`src/rtl/sram_host_pkg.sv`:
```
// Purpose: constants for the host controller of a 1K x 4 static RAM
// Assumes: 10 MHz system clock
// Notes:   times in ns, cycle counts derived from them
package sram_host_pkg;
    localparam int        CLK_PERIOD_NS        = 100;
    localparam int        ADDR_W               = 10;
    localparam int        DATA_W               = 4;
    localparam int        WORDS                = 1024;
    // slow grade figures
    localparam int        WRITE_PULSE_WIDTH_NS = 200;
    localparam int        DATA_OVERLAP_TIME_NS = 200;
    localparam int        WRITE_RELEASE_NS     = 0;
    localparam int        ACCESS_TIME_NS       = 450;
    localparam int        SELECT_TO_VALID_NS   = 120;
    localparam int        OUTPUT_OFF_NS        = 100;
    // least times round up, at least one cycle
    localparam int        WRITE_CYC   = (WRITE_PULSE_WIDTH_NS + CLK_PERIOD_NS - 1) / CLK_PERIOD_NS;
    localparam int        OVERLAP_CYC = (DATA_OVERLAP_TIME_NS + CLK_PERIOD_NS - 1) / CLK_PERIOD_NS;
    localparam int        RELEASE_CYC = (WRITE_RELEASE_NS + CLK_PERIOD_NS - 1) / CLK_PERIOD_NS + 1;
    localparam int        READ_CYC    = (ACCESS_TIME_NS + CLK_PERIOD_NS - 1) / CLK_PERIOD_NS;
    localparam int        SEL_CYC     = (SELECT_TO_VALID_NS + CLK_PERIOD_NS - 1) / CLK_PERIOD_NS;
    localparam int        OFF_CYC     = (OUTPUT_OFF_NS + CLK_PERIOD_NS - 1) / CLK_PERIOD_NS;
    localparam logic [3:0] CNT_ZERO   = 4'h0;
    localparam logic [3:0] CNT_ONE    = 4'h1;
endpackage : sram_host_pkg
```
`src/rtl/sram_host.sv`:
```
// Purpose: host side controller driving a 1K x 4 static RAM through its pins
// Assumes: inputs synchronous to i_clk_sys; one request at a time
// Notes:   slowest grade timing, so any speed grade of part may be fitted
//          a write or a read returns to idle six cycles after it is taken
// Functional notes
// - strobe held high throughout a read cycle.
// - write pulse, last fall to first rise, at least the grade minimum.
// - address stable through write interval and release time.
// - never start the write interval before the address is valid.
// - write data stable for the overlap time before interval ends.
`timescale 1ns/100ps
module sram_host
    import sram_host_pkg::*;
#(
    parameter int WRITE_CYCLES = WRITE_CYC,
    parameter int READ_CYCLES  = READ_CYC
) (
    input  wire logic              i_clk_sys,
    input  wire logic              i_reset_n,
    // user request side
    input  wire logic              i_req_valid,
    input  wire logic              i_req_write,
    input  wire logic [ADDR_W-1:0] i_req_addr,
    input  wire logic [DATA_W-1:0] i_req_wdata,
    output logic                   o_req_ready,
    output logic                   o_rsp_valid,
    output logic [DATA_W-1:0]      o_rsp_rdata,
    // memory pins
    output logic [ADDR_W-1:0]      o_mem_addr,
    output logic                   o_mem_select_n,
    output logic                   o_mem_write_n,
    output logic [DATA_W-1:0]      o_mem_data,
    output logic                   o_mem_data_oe,
    input  wire logic [DATA_W-1:0] i_mem_data
);
    // one state per pin phase; turn gives the port time to float
    typedef enum logic [2:0] {
        ST_IDLE,
        ST_SETUP,
        ST_WRITE,
        ST_RELEASE,
        ST_READ,
        ST_TURN
    } state_t;

    // -----------------------------------------------------------------
    // state and registers
    // -----------------------------------------------------------------
    state_t              state_r,   state_nxt;
    logic [3:0]          cnt_r,     cnt_nxt;
    logic [ADDR_W-1:0]   addr_r,    addr_nxt;
    logic [DATA_W-1:0]   wdata_r,   wdata_nxt;
    logic [DATA_W-1:0]   rdata_r,   rdata_nxt;
    logic                rsp_r,     rsp_nxt;
    logic                sel_n_r,   sel_n_nxt;
    logic                wr_n_r,    wr_n_nxt;
    logic                oe_r,      oe_nxt;

    // -----------------------------------------------------------------
    // cycle loads
    // -----------------------------------------------------------------
    // every figure rounds up to whole cycles, so a faster clock only
    // needs new package figures, never new sequencing
    localparam logic [3:0] WRITE_LOAD = 4'(WRITE_CYCLES);
    localparam logic [3:0] READ_LOAD  = 4'(READ_CYCLES > SEL_CYC ? READ_CYCLES : SEL_CYC);
    localparam logic [3:0] OFF_LOAD   = 4'(OFF_CYC);
    localparam logic [3:0] REL_LOAD   = 4'(RELEASE_CYC);
    // write data only goes out once the part has let go of the port,
    // so the pulse must cover that wait plus the whole overlap time
    localparam logic [3:0] OVL_LOAD   = 4'(OFF_CYC + OVERLAP_CYC);
    localparam logic [3:0] PULSE_LOAD = (OVL_LOAD > WRITE_LOAD) ? OVL_LOAD : WRITE_LOAD;

    // -----------------------------------------------------------------
    // counter and decode
    // -----------------------------------------------------------------
    // a load of one or zero both mean a single cycle in the state
    wire       st_idle  = (state_r == ST_IDLE);
    wire       cnt_done = (cnt_r == CNT_ONE) || (cnt_r == CNT_ZERO);
    wire       take     = i_req_valid && st_idle;
    wire [3:0] cnt_dec  = cnt_done ? CNT_ZERO : 4'(cnt_r - CNT_ONE);

    // -----------------------------------------------------------------
    // pin drive
    // -----------------------------------------------------------------
    // every pin comes from a flop, so no decode glitch reaches the part
    assign o_req_ready    = st_idle;
    assign o_rsp_valid    = rsp_r;
    assign o_rsp_rdata    = rdata_r;
    assign o_mem_addr     = addr_r;
    assign o_mem_select_n = sel_n_r;
    assign o_mem_write_n  = wr_n_r;
    assign o_mem_data     = wdata_r;
    assign o_mem_data_oe  = oe_r;

    // -----------------------------------------------------------------
    // sequencing
    // -----------------------------------------------------------------
    always_comb begin
        // pins hold and the answer pulse drops unless a state says otherwise
        state_nxt = state_r;
        cnt_nxt   = cnt_dec;
        // address reloads only in idle, so it outlives the interval
        addr_nxt  = addr_r;
        wdata_nxt = wdata_r;
        rdata_nxt = rdata_r;
        rsp_nxt   = 1'b0;
        sel_n_nxt = sel_n_r;
        wr_n_nxt  = wr_n_r;
        oe_nxt    = oe_r;
        unique case (state_r)
            ST_IDLE: begin
                // static part, nothing to do while idle
                sel_n_nxt = 1'b1;
                wr_n_nxt  = 1'b1;
                oe_nxt    = 1'b0;
                // a request waits at the caller until ready; none is refused
                if (take) begin
                    addr_nxt  = i_req_addr;
                    wdata_nxt = i_req_wdata;
                    // on a write, address settles one cycle before select falls; a read drops select with the address
                    state_nxt = i_req_write ? ST_SETUP : ST_READ;
                    cnt_nxt   = i_req_write ? CNT_ONE : READ_LOAD;
                    sel_n_nxt = i_req_write ? 1'b1 : 1'b0;
                end
            end
            ST_SETUP: begin
                // address has stood a full cycle by now
                // select and strobe fall together with address stable
                sel_n_nxt = 1'b0;
                wr_n_nxt  = 1'b0;
                // drive only after the device has let go
                oe_nxt    = 1'b0;
                // pulse covers release wait and overlap
                cnt_nxt   = PULSE_LOAD;
                state_nxt = ST_WRITE;
            end
            ST_WRITE: begin
                // data out one cycle after the fall, held to the end
                oe_nxt = 1'b1;
                if (cnt_done) begin
                    // pulse spans at least the minimum width
                    sel_n_nxt = 1'b1;
                    wr_n_nxt  = 1'b1;
                    cnt_nxt   = REL_LOAD;
                    state_nxt = ST_RELEASE;
                end
            end
            ST_RELEASE: begin
                // address and data held past the rising edges
                // hold time is zero; one spare cycle costs little
                if (cnt_done) begin
                    oe_nxt    = 1'b0;
                    rsp_nxt   = 1'b1;
                    state_nxt = ST_TURN;
                    cnt_nxt   = CNT_ONE;
                end
            end
            ST_READ: begin
                // sample after access and select times
                if (cnt_done) begin
                    rdata_nxt = i_mem_data;
                    rsp_nxt   = 1'b1;
                    sel_n_nxt = 1'b1;
                    // let the device turn off before next access
                    cnt_nxt   = OFF_LOAD;
                    state_nxt = ST_TURN;
                end
            end
            ST_TURN: begin
                // gap so a deselected part has floated its outputs
                if (cnt_done) begin
                    state_nxt = ST_IDLE;
                end
            end
            default: state_nxt = ST_IDLE;
        endcase
    end

    // -----------------------------------------------------------------
    // register update
    // -----------------------------------------------------------------
    always_ff @(posedge i_clk_sys) begin
        if (!i_reset_n) begin
            // a reset mid-write cuts the pulse; that word may be lost
            state_r <= ST_IDLE;
            cnt_r   <= CNT_ZERO;
            addr_r  <= '0;
            wdata_r <= '0;
            rdata_r <= '0;
            rsp_r   <= 1'b0;
            // deselected and strobe high keep the port quiet
            sel_n_r <= 1'b1;
            wr_n_r  <= 1'b1;
            oe_r    <= 1'b0;
        end else begin
            state_r <= state_nxt;
            cnt_r   <= cnt_nxt;
            addr_r  <= addr_nxt;
            wdata_r <= wdata_nxt;
            rdata_r <= rdata_nxt;
            rsp_r   <= rsp_nxt;
            sel_n_r <= sel_n_nxt;
            wr_n_r  <= wr_n_nxt;
            oe_r    <= oe_nxt;
        end
    end
endmodule : sram_host

```
`config.mk`:
```
export PLATFORM = sky130hd
export DESIGN_NAME = sram_host
export DESIGN_NICKNAME = d
export VERILOG_FILES = /design/src/rtl/sram_host_pkg.sv /design/src/rtl/sram_host.sv
export SDC_FILE = /design/constraint.sdc
export NUM_CORES = 1
export LEC_CHECK = 0
export ABC_CLOCK_PERIOD_IN_PS = 4100
export BUFFER_PORTS_ARGS = -buffer_cell sky130_fd_sc_hd__buf_2
export CAP_MARGIN = 5
export CORE_MARGIN = 8
export CORE_UTILIZATION = 52
export CTS_CLUSTER_SIZE = 30
export DETAILED_ROUTE_END_ITERATION = 8
export MAX_ROUTING_LAYER = met4
export PLACE_DENSITY = 0.92
export SLEW_MARGIN = 20
export SYNTH_ARGS = -nofsm -noshare
export SYNTH_HDL_FRONTEND = slang
export SYNTH_SLANG_ARGS = --single-unit
```
`constraint.sdc`:
```
create_clock -name i_clk_sys -period 4.1 [get_ports i_clk_sys]
set_input_delay 0.41 -clock i_clk_sys [delete_from_list [all_inputs] [get_ports i_clk_sys]]
set_output_delay 0.41 -clock i_clk_sys [all_outputs]
set_load 0.03 [all_outputs]
```
==> run_results.csv, run 1 <==
group,metric,value,unit
placement,placed_cell_area,1480,µm²
floorplanning,core,2390,µm²
layout,syn_to_final_growth,25.5,%
yosys,synth_area_per_cell,8.33,µm²
clock_network,clk_transition_reported_paths,0.10,ns
yosys,synth_common_cells,"nand2_1 (36), dfxtp_1 (29), a21oi_1 (18)",
floorplanning,rows,18,
route,vias,1193,
layout,layout.nets,219,
layout,drive_gt1_share,29.6,%
sta,skew,0.0131,ns
power_and_ir_drop,power_density,801,nW/µm²
clock_network,cts.repair.resized,0,
clock_network,insertion_delay,0.32,ns
clock_network,cts.path.max_buffers,2,
yosys,ys_seq_area_share,46.2,%
layout,multi_input_area,611,µm²
placement,place_inst,218,
grt,overflow,0,
worst_setup_path,worstSetupPathType,"register to output pin",
sta,rsz0062_at_grt,"no",
grt,grt_pass1_wl,4.69,mm
grt,track_usage,14.3,%
floorplanning,ios,45,
sta,slew_headroom,55.9,%
yosys,synth_cell_types,38,
grt,top_usage_layer,"met2",
sta,hold_violations,0,
layout,fill_cells,219,
grt,grt_max_degree,26,
sta,worstMarginPinSlew,0.658,ns
sta,drv_slew,0,
run,cap_violations,0,
route,vias_per_cell,5.28,
yosys,syn_inst,151,
grt,antenna_found_initial,0,
route,wl,2.98,mm
sta,finalSetupTns,0,ns
yosys,yosysTopAreaCell,"dfxtp_1",
clock_network,cts_setup_buffers,0,
route,dr.pass1.iters,5,
sta,fin_crit,1.74,ns
grt,use_met3,4.76,%
yosys,ys_seq_elements,29,
hold_path,hold_path_class,"input pin to register",
worst_setup_path,worstSetupEndpointType,"output pin",
sta,setup_violations,0,
grt,grtUsageMet2,24.1,%
outcome,status,"finished clean",
yosys,ys_warn_count,0,
clock_network,clock_sinks,29,
yosys,synth_ff_type,"dfxtp_1",
sta,fmaxAchievable,0.576,GHz
power_and_ir_drop,vdd_drop_max,0.534,mV
route,routedWlPerCell,13.2,µm
hold_path,hold_depth,3,
clock_network,cts_root_buffer,"clkbuf_4",
route,drtIter0Drc,31,
sta,fin_crit_sh,42.4,%
floorplanning,die_w,65.2,µm
floorplanning,die_y,65.2,µm
grt,grt_use_met1,14.6,%
route,ant_nets,0,
sta,hold-worst-slack,0.309,ns
clock_network,htree_levels,2,
layout,design_area,1580,µm²
yosys,ys_async_sr_fraction,0,%
power_and_ir_drop,leakage,0.737,nW
clock_network,ctsHoldBuffers,0,
placement,gp_congestion,0.878,
worst_setup_path,required,3.69,ns
yosys,synthDominantCellAreaShare,46.2,%
placement,dp_hpwl,2.24,mm
clock_network,cts_tree,"done",
floorplanning,die_area,4250,µm²
yosys,synth-edff-count,0,
clock_network,cts_buffers,5,
route,drc,0,
yosys,yosys-top-cells-area,"dfxtp_1 (46%), nand2_1 (11%), a21oi_1 (7.2%)",
layout,seq_area,581,µm²
worst_setup_path,crit_fanout,13,
power_and_ir_drop,power.total,1.26,mW
yosys,synth_fp_nets,175,
layout,fin_cells,226,
worst_setup_path,rr_worst_depth,6,
worst_setup_path,arrival,1.33,ns
grt,grt_pass1_vias,1081,
placement,place.port_buffers,44,
yosys,netlist_area,1260,µm²
floorplanning,initial_core_util,52.7,%
yosys,synth_most_common_cell,"nand2_1",
worst_setup_path,critPathLaunchType,"register",
layout,antenna_cells,0,
-- flip-flops by register name, indices dropped and copies added (netlist names) --
| register | flops |
|---|---|
| cnt_r | 4 |
| o_mem_write_n | 1 |
| o_rsp_valid | 1 |
| o_rsp_rdata | 4 |
| o_mem_addr | 10 |
| o_mem_data | 4 |
| state_r | 3 |
| o_mem_select_n | 1 |
| o_mem_data_oe | 1 |
-- routing by layer --
| layer | vias up | wire (µm) |
|---|---|---|
| met5 | - | 0 |
| met3 | 9 | 185 |
| met4 | 0 | 79 |
| met1 | 532 | 1180 |
| li1 | 607 | - |
| met2 | 45 | 1540 |
-- worst max-delay path, stage by stage, from the launching register on --
cell and delay (ns):
dfxtp_1 0.47, nor3_4 0.30, buf_2 0.24
-- cell families after synthesis --
logic type	after synthesis	share of synthesized area, %
and+or+nand+nor	65	24.5
AOI/OAI and AO/OA	34	16.7
DFF	29	46.2
buffers and inverters	14	5.27
muxes	5	3.98
xor gates and xnor gates	2	1.39
adders and majority gates	2	1.99
-- report_power, final --
| part | total, mW | leakage [nW] | switching (mW) | internal (mW) |
|---|---|---|---|---|
| registers | 0.432 | 0.237 | 0.0802 | 0.352 |
| clock network | 0.289 | 0.0552 | 0.0997 | 0.189 |
| logic | 0.544 | 0.444 | 0.349 | 0.195 |
-- cells in the final DEF (no fill, tap or decap), types with 2 or more instances in the layout --
cell and n:
clkbuf_4 5, o31ai_1 3, nor2_1 11, nand3_1 4, nor3_1 3, ha_1 2
o21ai_0 2, or2_4 2, inv_1 6, nand2_1 36, bufinv_16 2, mux2i_1 5
dfxtp_1 29, buf_2 44, nand4_1 2, a21oi_1 18
-- path summary, 6_finish.rpt --
| path | start | to | slack, ns |
|---|---|---|---|
| setup / recovery | state_r[0]$_SDFFE_PN0P_ | o_req_ready | 2.36 |
| hold / removal | i_req_addr[5] | o_mem_addr[5]$_SDFFE_PN0P_ | 0.31 |
| setup reg to reg | cnt_r[0]$_SDFF_PN0_ | state_r[0]$_SDFFE_PN0P_ | 2.47 |
| hold reg to reg | o_mem_addr[5]$_SDFFE_PN0P_ | o_mem_addr[5]$_SDFFE_PN0P_ | 0.46 |
-- metrics by stage --
| step | setup slack [ns] | utilization [%] |
|---|---|---|
| 4_1_cts | 2.37 | 66.1 |
| 5_1_grt | 2.31 | 66.1 |
| 3_5_place_dp | 2.44 | 61.8 |
| 3_3_place_gp | 2.50 | 61.8 |
| 2_1_floorplan | 2.66 | - |
| 6_report | 2.36 | 66.1 |
-- area by class of cell --
| type | count | area share (%) |
|---|---|---|
| repair buffers | 44 | 14.0 |
| well taps | 30 | 2.38 |
| clock buffers | 5 | 2.38 |
| clock inverters | 3 | 4.12 |
| multi-input cells | 108 | 38.7 |
| flip-flops and latches | 29 | 36.8 |
| inverters | 7 | 1.67 |
(Power assumes the default switching activity.)
==> inputs of run 2 (changes only) <==
- ABC_CLOCK_PERIOD_IN_PS: 4100 -> 1800
- CORE_UTILIZATION: 52 -> 48
- PLACE_DENSITY: 0.92 -> 0.87
- clock period: 4.1 -> 1.8 ns (I/O delays scaled with it)
==> run 2 against run 1 <==
Against the previous run: highest routed layer unchanged; clock power up 130%; sequential power up 130%; global-route usage down 1.1 points; setup slack worse by 2.2 ns; combinational power up 130%; cell count up 0.44%; core utilization down 2.1 points; power up 130%; die area up 6.3%; routed wire length down 1.2%; register-to-register slack worse by 2.3 ns.
==> run_results.csv, run 2 (synthesized netlist as in run 1, its figures left out) <==
group,metric,value,unit
worst_setup_path,cp_cell_sequence,"inv_1 -> ha_1 -> or2_4 -> nand2_1 -> nand4_1 -> a311oi_1",
clock_network,cts_tree,"done",
placement,gp_congestion,0.931,
worst_setup_path,worstSetupEndpointType,"register",
clock_network,htree_levels,2,
route,routedWlPerCell,13.0,µm
grt,antenna_found_initial,0,
grt,grt_max_degree,16,
route,vias,1151,
sta,fin_crit_sh,88.7,%
worst_setup_path,required,2.03,ns
route,wl,2.95,mm
power_and_ir_drop,leakage,0.742,nW
worst_setup_path,crit_family,"simple AND/OR/NAND/NOR gates",
floorplanning,die_y,67.2,µm
placement,place_inst,219,
worst_setup_path,worstSetupPathType,"register to register",
power_and_ir_drop,power_density,1810,nW/µm²
worst_setup_path,critPathLaunchType,"register",
sta,finalSetupTns,0,ns
floorplanning,initial_core_util,50.8,%
floorplanning,rows,18,
clock_network,insertion_delay,0.32,ns
clock_network,cts_setup_buffers,0,
grt,overflow,0,
worst_setup_path,slowest_stage,"dfxtp_1",
sta,setup_violations,0,
layout,antenna_cells,0,
worst_setup_path,cp.buffers_inverters,1,
layout,largest_reg_flops,10,
floorplanning,die_area,4510,µm²
sta,fin_crit,1.60,ns
sta,skew,0.00830,ns
hold_path,hp-start,"i_req_addr[4]",
clock_network,cts_buffers,5,
clock_network,cts.repair.resized,0,
clock_network,clk_transition_reported_paths,0.10,ns
grt,grt_pass1_vias,965,
sta,rsz0062_at_grt,"no",
hold_path,hold_depth,3,
layout,fill_cells,241,
layout,drive_gt1_share,29.9,%
worst_setup_path,r2r-end,"state_r[0]$_SDFFE_PN0P_",
sta,drv_slew,0,
route,drc,0,
sta,hold-worst-slack,0.0833,ns
layout,mostFrequentLayoutCells,"buf_2 (44), nand2_1 (36), dfxtp_1 (29)",
grt,track_usage,13.2,%
layout,syn_to_final_growth,26.1,%
layout,seq_area,581,µm²
worst_setup_path,arrival,1.83,ns
grt,grt_pass1_wl,4.47,mm
sta,fmaxAchievable,0.626,GHz
worst_setup_path,rr_worst_depth,6,
hold_path,hold_path_class,"input pin to register",
placement,place.port_buffers,44,
sta,worstMarginPinSlew,0.577,ns
clock_network,cts_root_buffer,"clkbuf_4",
route,drtIter0Drc,40,
outcome,status,"finished clean",
floorplanning,ios,45,
clock_network,clock_sinks,29,
floorplanning,die_w,67.2,µm
worst_setup_path,cpPeakStageDelay,0.38,ns
sta,hold_violations,0,
route,vias_per_cell,5.07,
clock_network,cts.path.max_buffers,2,
placement,dp_slack,0.209,ns
power_and_ir_drop,vdd_drop_max,1.22,mV
placement,dp_hpwl,2.21,mm
clock_network,ctsHoldBuffers,0,
route,dr.pass1.iters,4,
floorplanning,core,2480,µm²
layout,final_common_cell,"buf_2",
route,ant_nets,0,
sta,slew_headroom,61.5,%
layout,multi_input_area,611,µm²
layout,layout.nets,220,
hold_path,whs_endpoint,"o_mem_addr[4]$_SDFFE_PN0P_",
sta,fin_ws,0.203,ns
worst_setup_path,crit_fanout,7,
layout,fin_cells,227,
worst_setup_path,r2r_start,"cnt_r[0]$_SDFF_PN0_",
run,cap_violations,0,
worst_setup_path,r2r_setup_slack,0.20,ns
run 2: worst max-delay path by stage:
stage	cells after the start	slack, ns	from	endpoint
floorplan	6	0.36	state_r[1]$_SDFFE_PN0P_	o_mem_addr[0]$_SDFFE_PN0P_
global placement	6	0.28	cnt_r[0]$_SDFF_PN0_	state_r[0]$_SDFFE_PN0P_
detailed placement	6	0.21	cnt_r[0]$_SDFF_PN0_	state_r[0]$_SDFFE_PN0P_
CTS	6	0.19	cnt_r[0]$_SDFF_PN0_	state_r[0]$_SDFFE_PN0P_
global route	6	0.14	cnt_r[0]$_SDFF_PN0_	state_r[0]$_SDFFE_PN0P_
finish	6	0.20	cnt_r[0]$_SDFF_PN0_	state_r[0]$_SDFFE_PN0P_
run 2: metrics by stage:
step                utilization (%)  cell area, µm²  power, mW
floorplan                         -            1260       1.96
global placement               59.8            1480       2.21
detailed placement             59.8            1480       2.23
CTS                            64.0            1590       2.89
global route                   64.0            1590       3.07
finish                         64.0            1590       2.87
run 2: tightest hold or removal path, stage by stage:
cell and delay, ns:
buf_2 0.09, nand2_1 0.04, a21oi_1 0.05
run 2: area by class of cell:
cell class / count / area share, %
timing repair buffer: 45 / 14.4
sequential: 29 / 36.6
tap: 30 / 2.37
clock buffer: 5 / 2.37
inverter: 7 / 1.66
clock inverter: 3 / 4.10
multi-input combinational: 108 / 38.5
run 2: report_power, final:
group / switching, mW / internal [mW] / total, mW / leakage (nW)
combinational: 0.792 / 0.444 / 1.24 / 0.449
sequential: 0.181 / 0.801 / 0.982 / 0.237
clock: 0.224 / 0.430 / 0.654 / 0.0552
run 2: per-layer routing:
layer	global-route usage, %	wire length (µm)
met5	-	0
met3	5.63	205
met2	20.8	1420
met1	15.0	1300
met4	3.92	14
==> inputs of run 3 (changes only) <==
- CAP_MARGIN: 5 -> 0
- CORE_UTILIZATION: 48 -> 40
- PLACE_DENSITY: 0.87 -> 0.76
- TNS_END_PERCENT: default -> 20
==> run 3 against run 2 <==
Against the previous run: worst hold slack gained 0.0034 ns; core utilization shrank 13 points; sequential share of layout area grew 0.71 points; global-route usage shrank 0.85 points; combinational power is essentially flat; critical path depth is the same; register-to-register slack is essentially flat; flip-flop and latch count is the same; clock skew shrank 0.0024 ns; critical endpoint unchanged; largest cell class unchanged; highest routed layer unchanged.
==> run_results.csv, run 3 (synthesized netlist as in run 1, its figures left out) <==
group,metric,value,unit
clock_network,ctsHoldBuffers,0,
sta,setup_violations,0,
clock_network,cts_setup_buffers,0,
floorplanning,die_area,5190,µm²
worst_setup_path,cp_cell_sequence,"inv_1 -> ha_1 -> or2_4 -> nand2_1 -> nand4_1 -> a311oi_1",
placement,dp_slack,0.217,ns
clock_network,cts_tree,"done",
clock_network,htree_levels,2,
clock_network,cts.path.max_buffers,2,
route,dr.pass1.iters,4,
power_and_ir_drop,vdd_drop_max,0.780,mV
placement,place.port_buffers,44,
power_and_ir_drop,netSwitchingFraction,44.9,%
power_and_ir_drop,leakage,0.718,nW
route,vias,1152,
sta,rsz0062_at_grt,"no",
power_and_ir_drop,combPwrFrac,47.3,%
power_and_ir_drop,intPower,1.43,mW
layout,syn_to_final_growth,23.7,%
worst_setup_path,r2r-end,"state_r[0]$_SDFFE_PN0P_",
power_and_ir_drop,pwr-share-seq,37.8,%
power_and_ir_drop,power.total,2.60,mW
sta,fin_ws,0.200,ns
route,drtIter0Drc,109,
clock_network,clock_sinks,29,
clock_network,cts_buffers,5,
route,drc,0,
route,wl,2.98,mm
grt,grt_pass1_wl,4.97,mm
sta,fin_crit,1.60,ns
worst_setup_path,critPathLaunchType,"register",
worst_setup_path,cp-endpoint,"state_r[0]$_SDFFE_PN0P_",
floorplanning,die_y,72.1,µm
worst_setup_path,required,2.02,ns
sta,slew_headroom,62.3,%
grt,grt_pass1_vias,1055,
sta,finalSetupTns,0,ns
grt,grt_max_degree,16,
power_and_ir_drop,clockPowerShare,14.9,%
placement,gp_congestion,0.918,
power_and_ir_drop,p_sw,1.17,mW
worst_setup_path,rr_worst_depth,6,
run,cap_violations,0,
grt,track_usage,12.4,%
route,ant_nets,0,
floorplanning,ios,45,
floorplanning,initial_core_util,41.5,%
worst_setup_path,slowest_stage,"dfxtp_1",
grt,overflow,0,
worst_setup_path,crit_fanout,7,
sta,fmaxAchievable,0.625,GHz
grt,antenna_found_initial,0,
layout,layout.nets,220,
layout,final_common_cell,"buf_2",
outcome,status,"finished clean",
worst_setup_path,arrival,1.82,ns
worst_setup_path,worstSetupPathType,"register to register",
sta,worstMarginPinSlew,0.565,ns
worst_setup_path,r2r_start,"cnt_r[0]$_SDFF_PN0_",
placement,dp_hpwl,2.27,mm
clock_network,insertion_delay,0.32,ns
hold_path,hold_path_class,"input pin to register",
floorplanning,rows,20,
clock_network,cts.repair.resized,0,
worst_setup_path,crit_start,"cnt_r[0]$_SDFF_PN0_",
worst_setup_path,r2r_setup_slack,0.20,ns
sta,skew,0.00587,ns
power_and_ir_drop,power_density,1670,nW/µm²
sta,fin_crit_sh,88.9,%
floorplanning,die_w,72.1,µm
route,routedWlPerCell,12.4,µm
sta,drv_slew,0,
layout,mostFrequentLayoutCells,"buf_2 (44), nand2_1 (36), dfxtp_1 (29)",
floorplanning,core,3030,µm²
clock_network,cts_root_buffer,"clkbuf_4",
layout,antenna_cells,0,
sta,hold_violations,0,
layout,drive_gt1_share,29.1,%
clock_network,clk_transition_reported_paths,0.08,ns
layout,largest_reg_flops,10,
route,vias_per_cell,4.80,
worst_setup_path,worstSetupEndpointType,"register",
worst_setup_path,cpPeakStageDelay,0.38,ns
[run 3: cell types whose count changed in the layout (fill, tap and decap cells not counted), sizes merged]
cell	change
bufinv	-2
clkbuf	+2
clkinv	-1
[run 3: worst min path at each step]
stage | startpoint | slack (ns) | to | cells after the start
2_1_floorplan | i_reset_n | 0.25 | o_mem_select_n$_SDFFE_PN1P_ | 1
3_3_place_gp | i_mem_data[2] | 0.41 | o_rsp_rdata[2]$_SDFFE_PN0P_ | 3
3_5_place_dp | i_req_addr[3] | 0.43 | o_mem_addr[3]$_SDFFE_PN0P_ | 3
4_1_cts | i_mem_data[3] | 0.07 | o_rsp_rdata[3]$_SDFFE_PN0P_ | 3
5_1_grt | i_req_addr[0] | 0.08 | o_mem_addr[0]$_SDFFE_PN0P_ | 3
6_report | i_mem_data[0] | 0.09 | o_rsp_rdata[0]$_SDFFE_PN0P_ | 3
[run 3: cell type report]
class	count	area [µm²]
clock buffers	7	55.1
fillers	320	1470
inverters	7	26.3
multi-input cells	108	611
flip-flops and latches	29	581
well taps	44	55.1
repair buffers	45	228
[run 3: power by group through the flow]
stage / registers, mW / clock network [mW] / logic, mW
2_1_floorplan: 1.11 / 0 / 0.842
3_3_place_gp: 0.990 / 0 / 1.23
3_5_place_dp: 0.995 / 0 / 1.24
4_1_cts: 0.981 / 0.403 / 1.25
5_1_grt: 1.01 / 0.427 / 1.37
6_report: 0.981 / 0.387 / 1.23
[run 3: through the flow]
stage / hold slack, ns / utilization, % / cell area, µm² / instances
after floorplan: 0.251 / - / 1260 / 151
after global placement: 0.410 / 49.5 / 1500 / 233
after detailed placement: 0.426 / 49.5 / 1500 / 233
after CTS: 0.0742 / 51.4 / 1560 / 240
after global routing: 0.0818 / 51.4 / 1560 / 240
final: 0.0867 / 51.4 / 1560 / 240
[run 3: routing by layer]
metal  track usage (%)  routed length [µm]  vias up
met5                 -                   0        -
met4              6.12                  61        0
met3              4.41                 135        6
met2              19.2                1470       24
met1              13.8                1310      515
li1                  -                   -      607
[run 3: worst max-delay path, delay by kind of cell, from the launching register on]
family          cells  cell delay [ns]
compound gates      1             0.27
buf+inv             1             0.06
simple gates        3             0.58
flops               1             0.38
fa+ha+maj           1             0.22
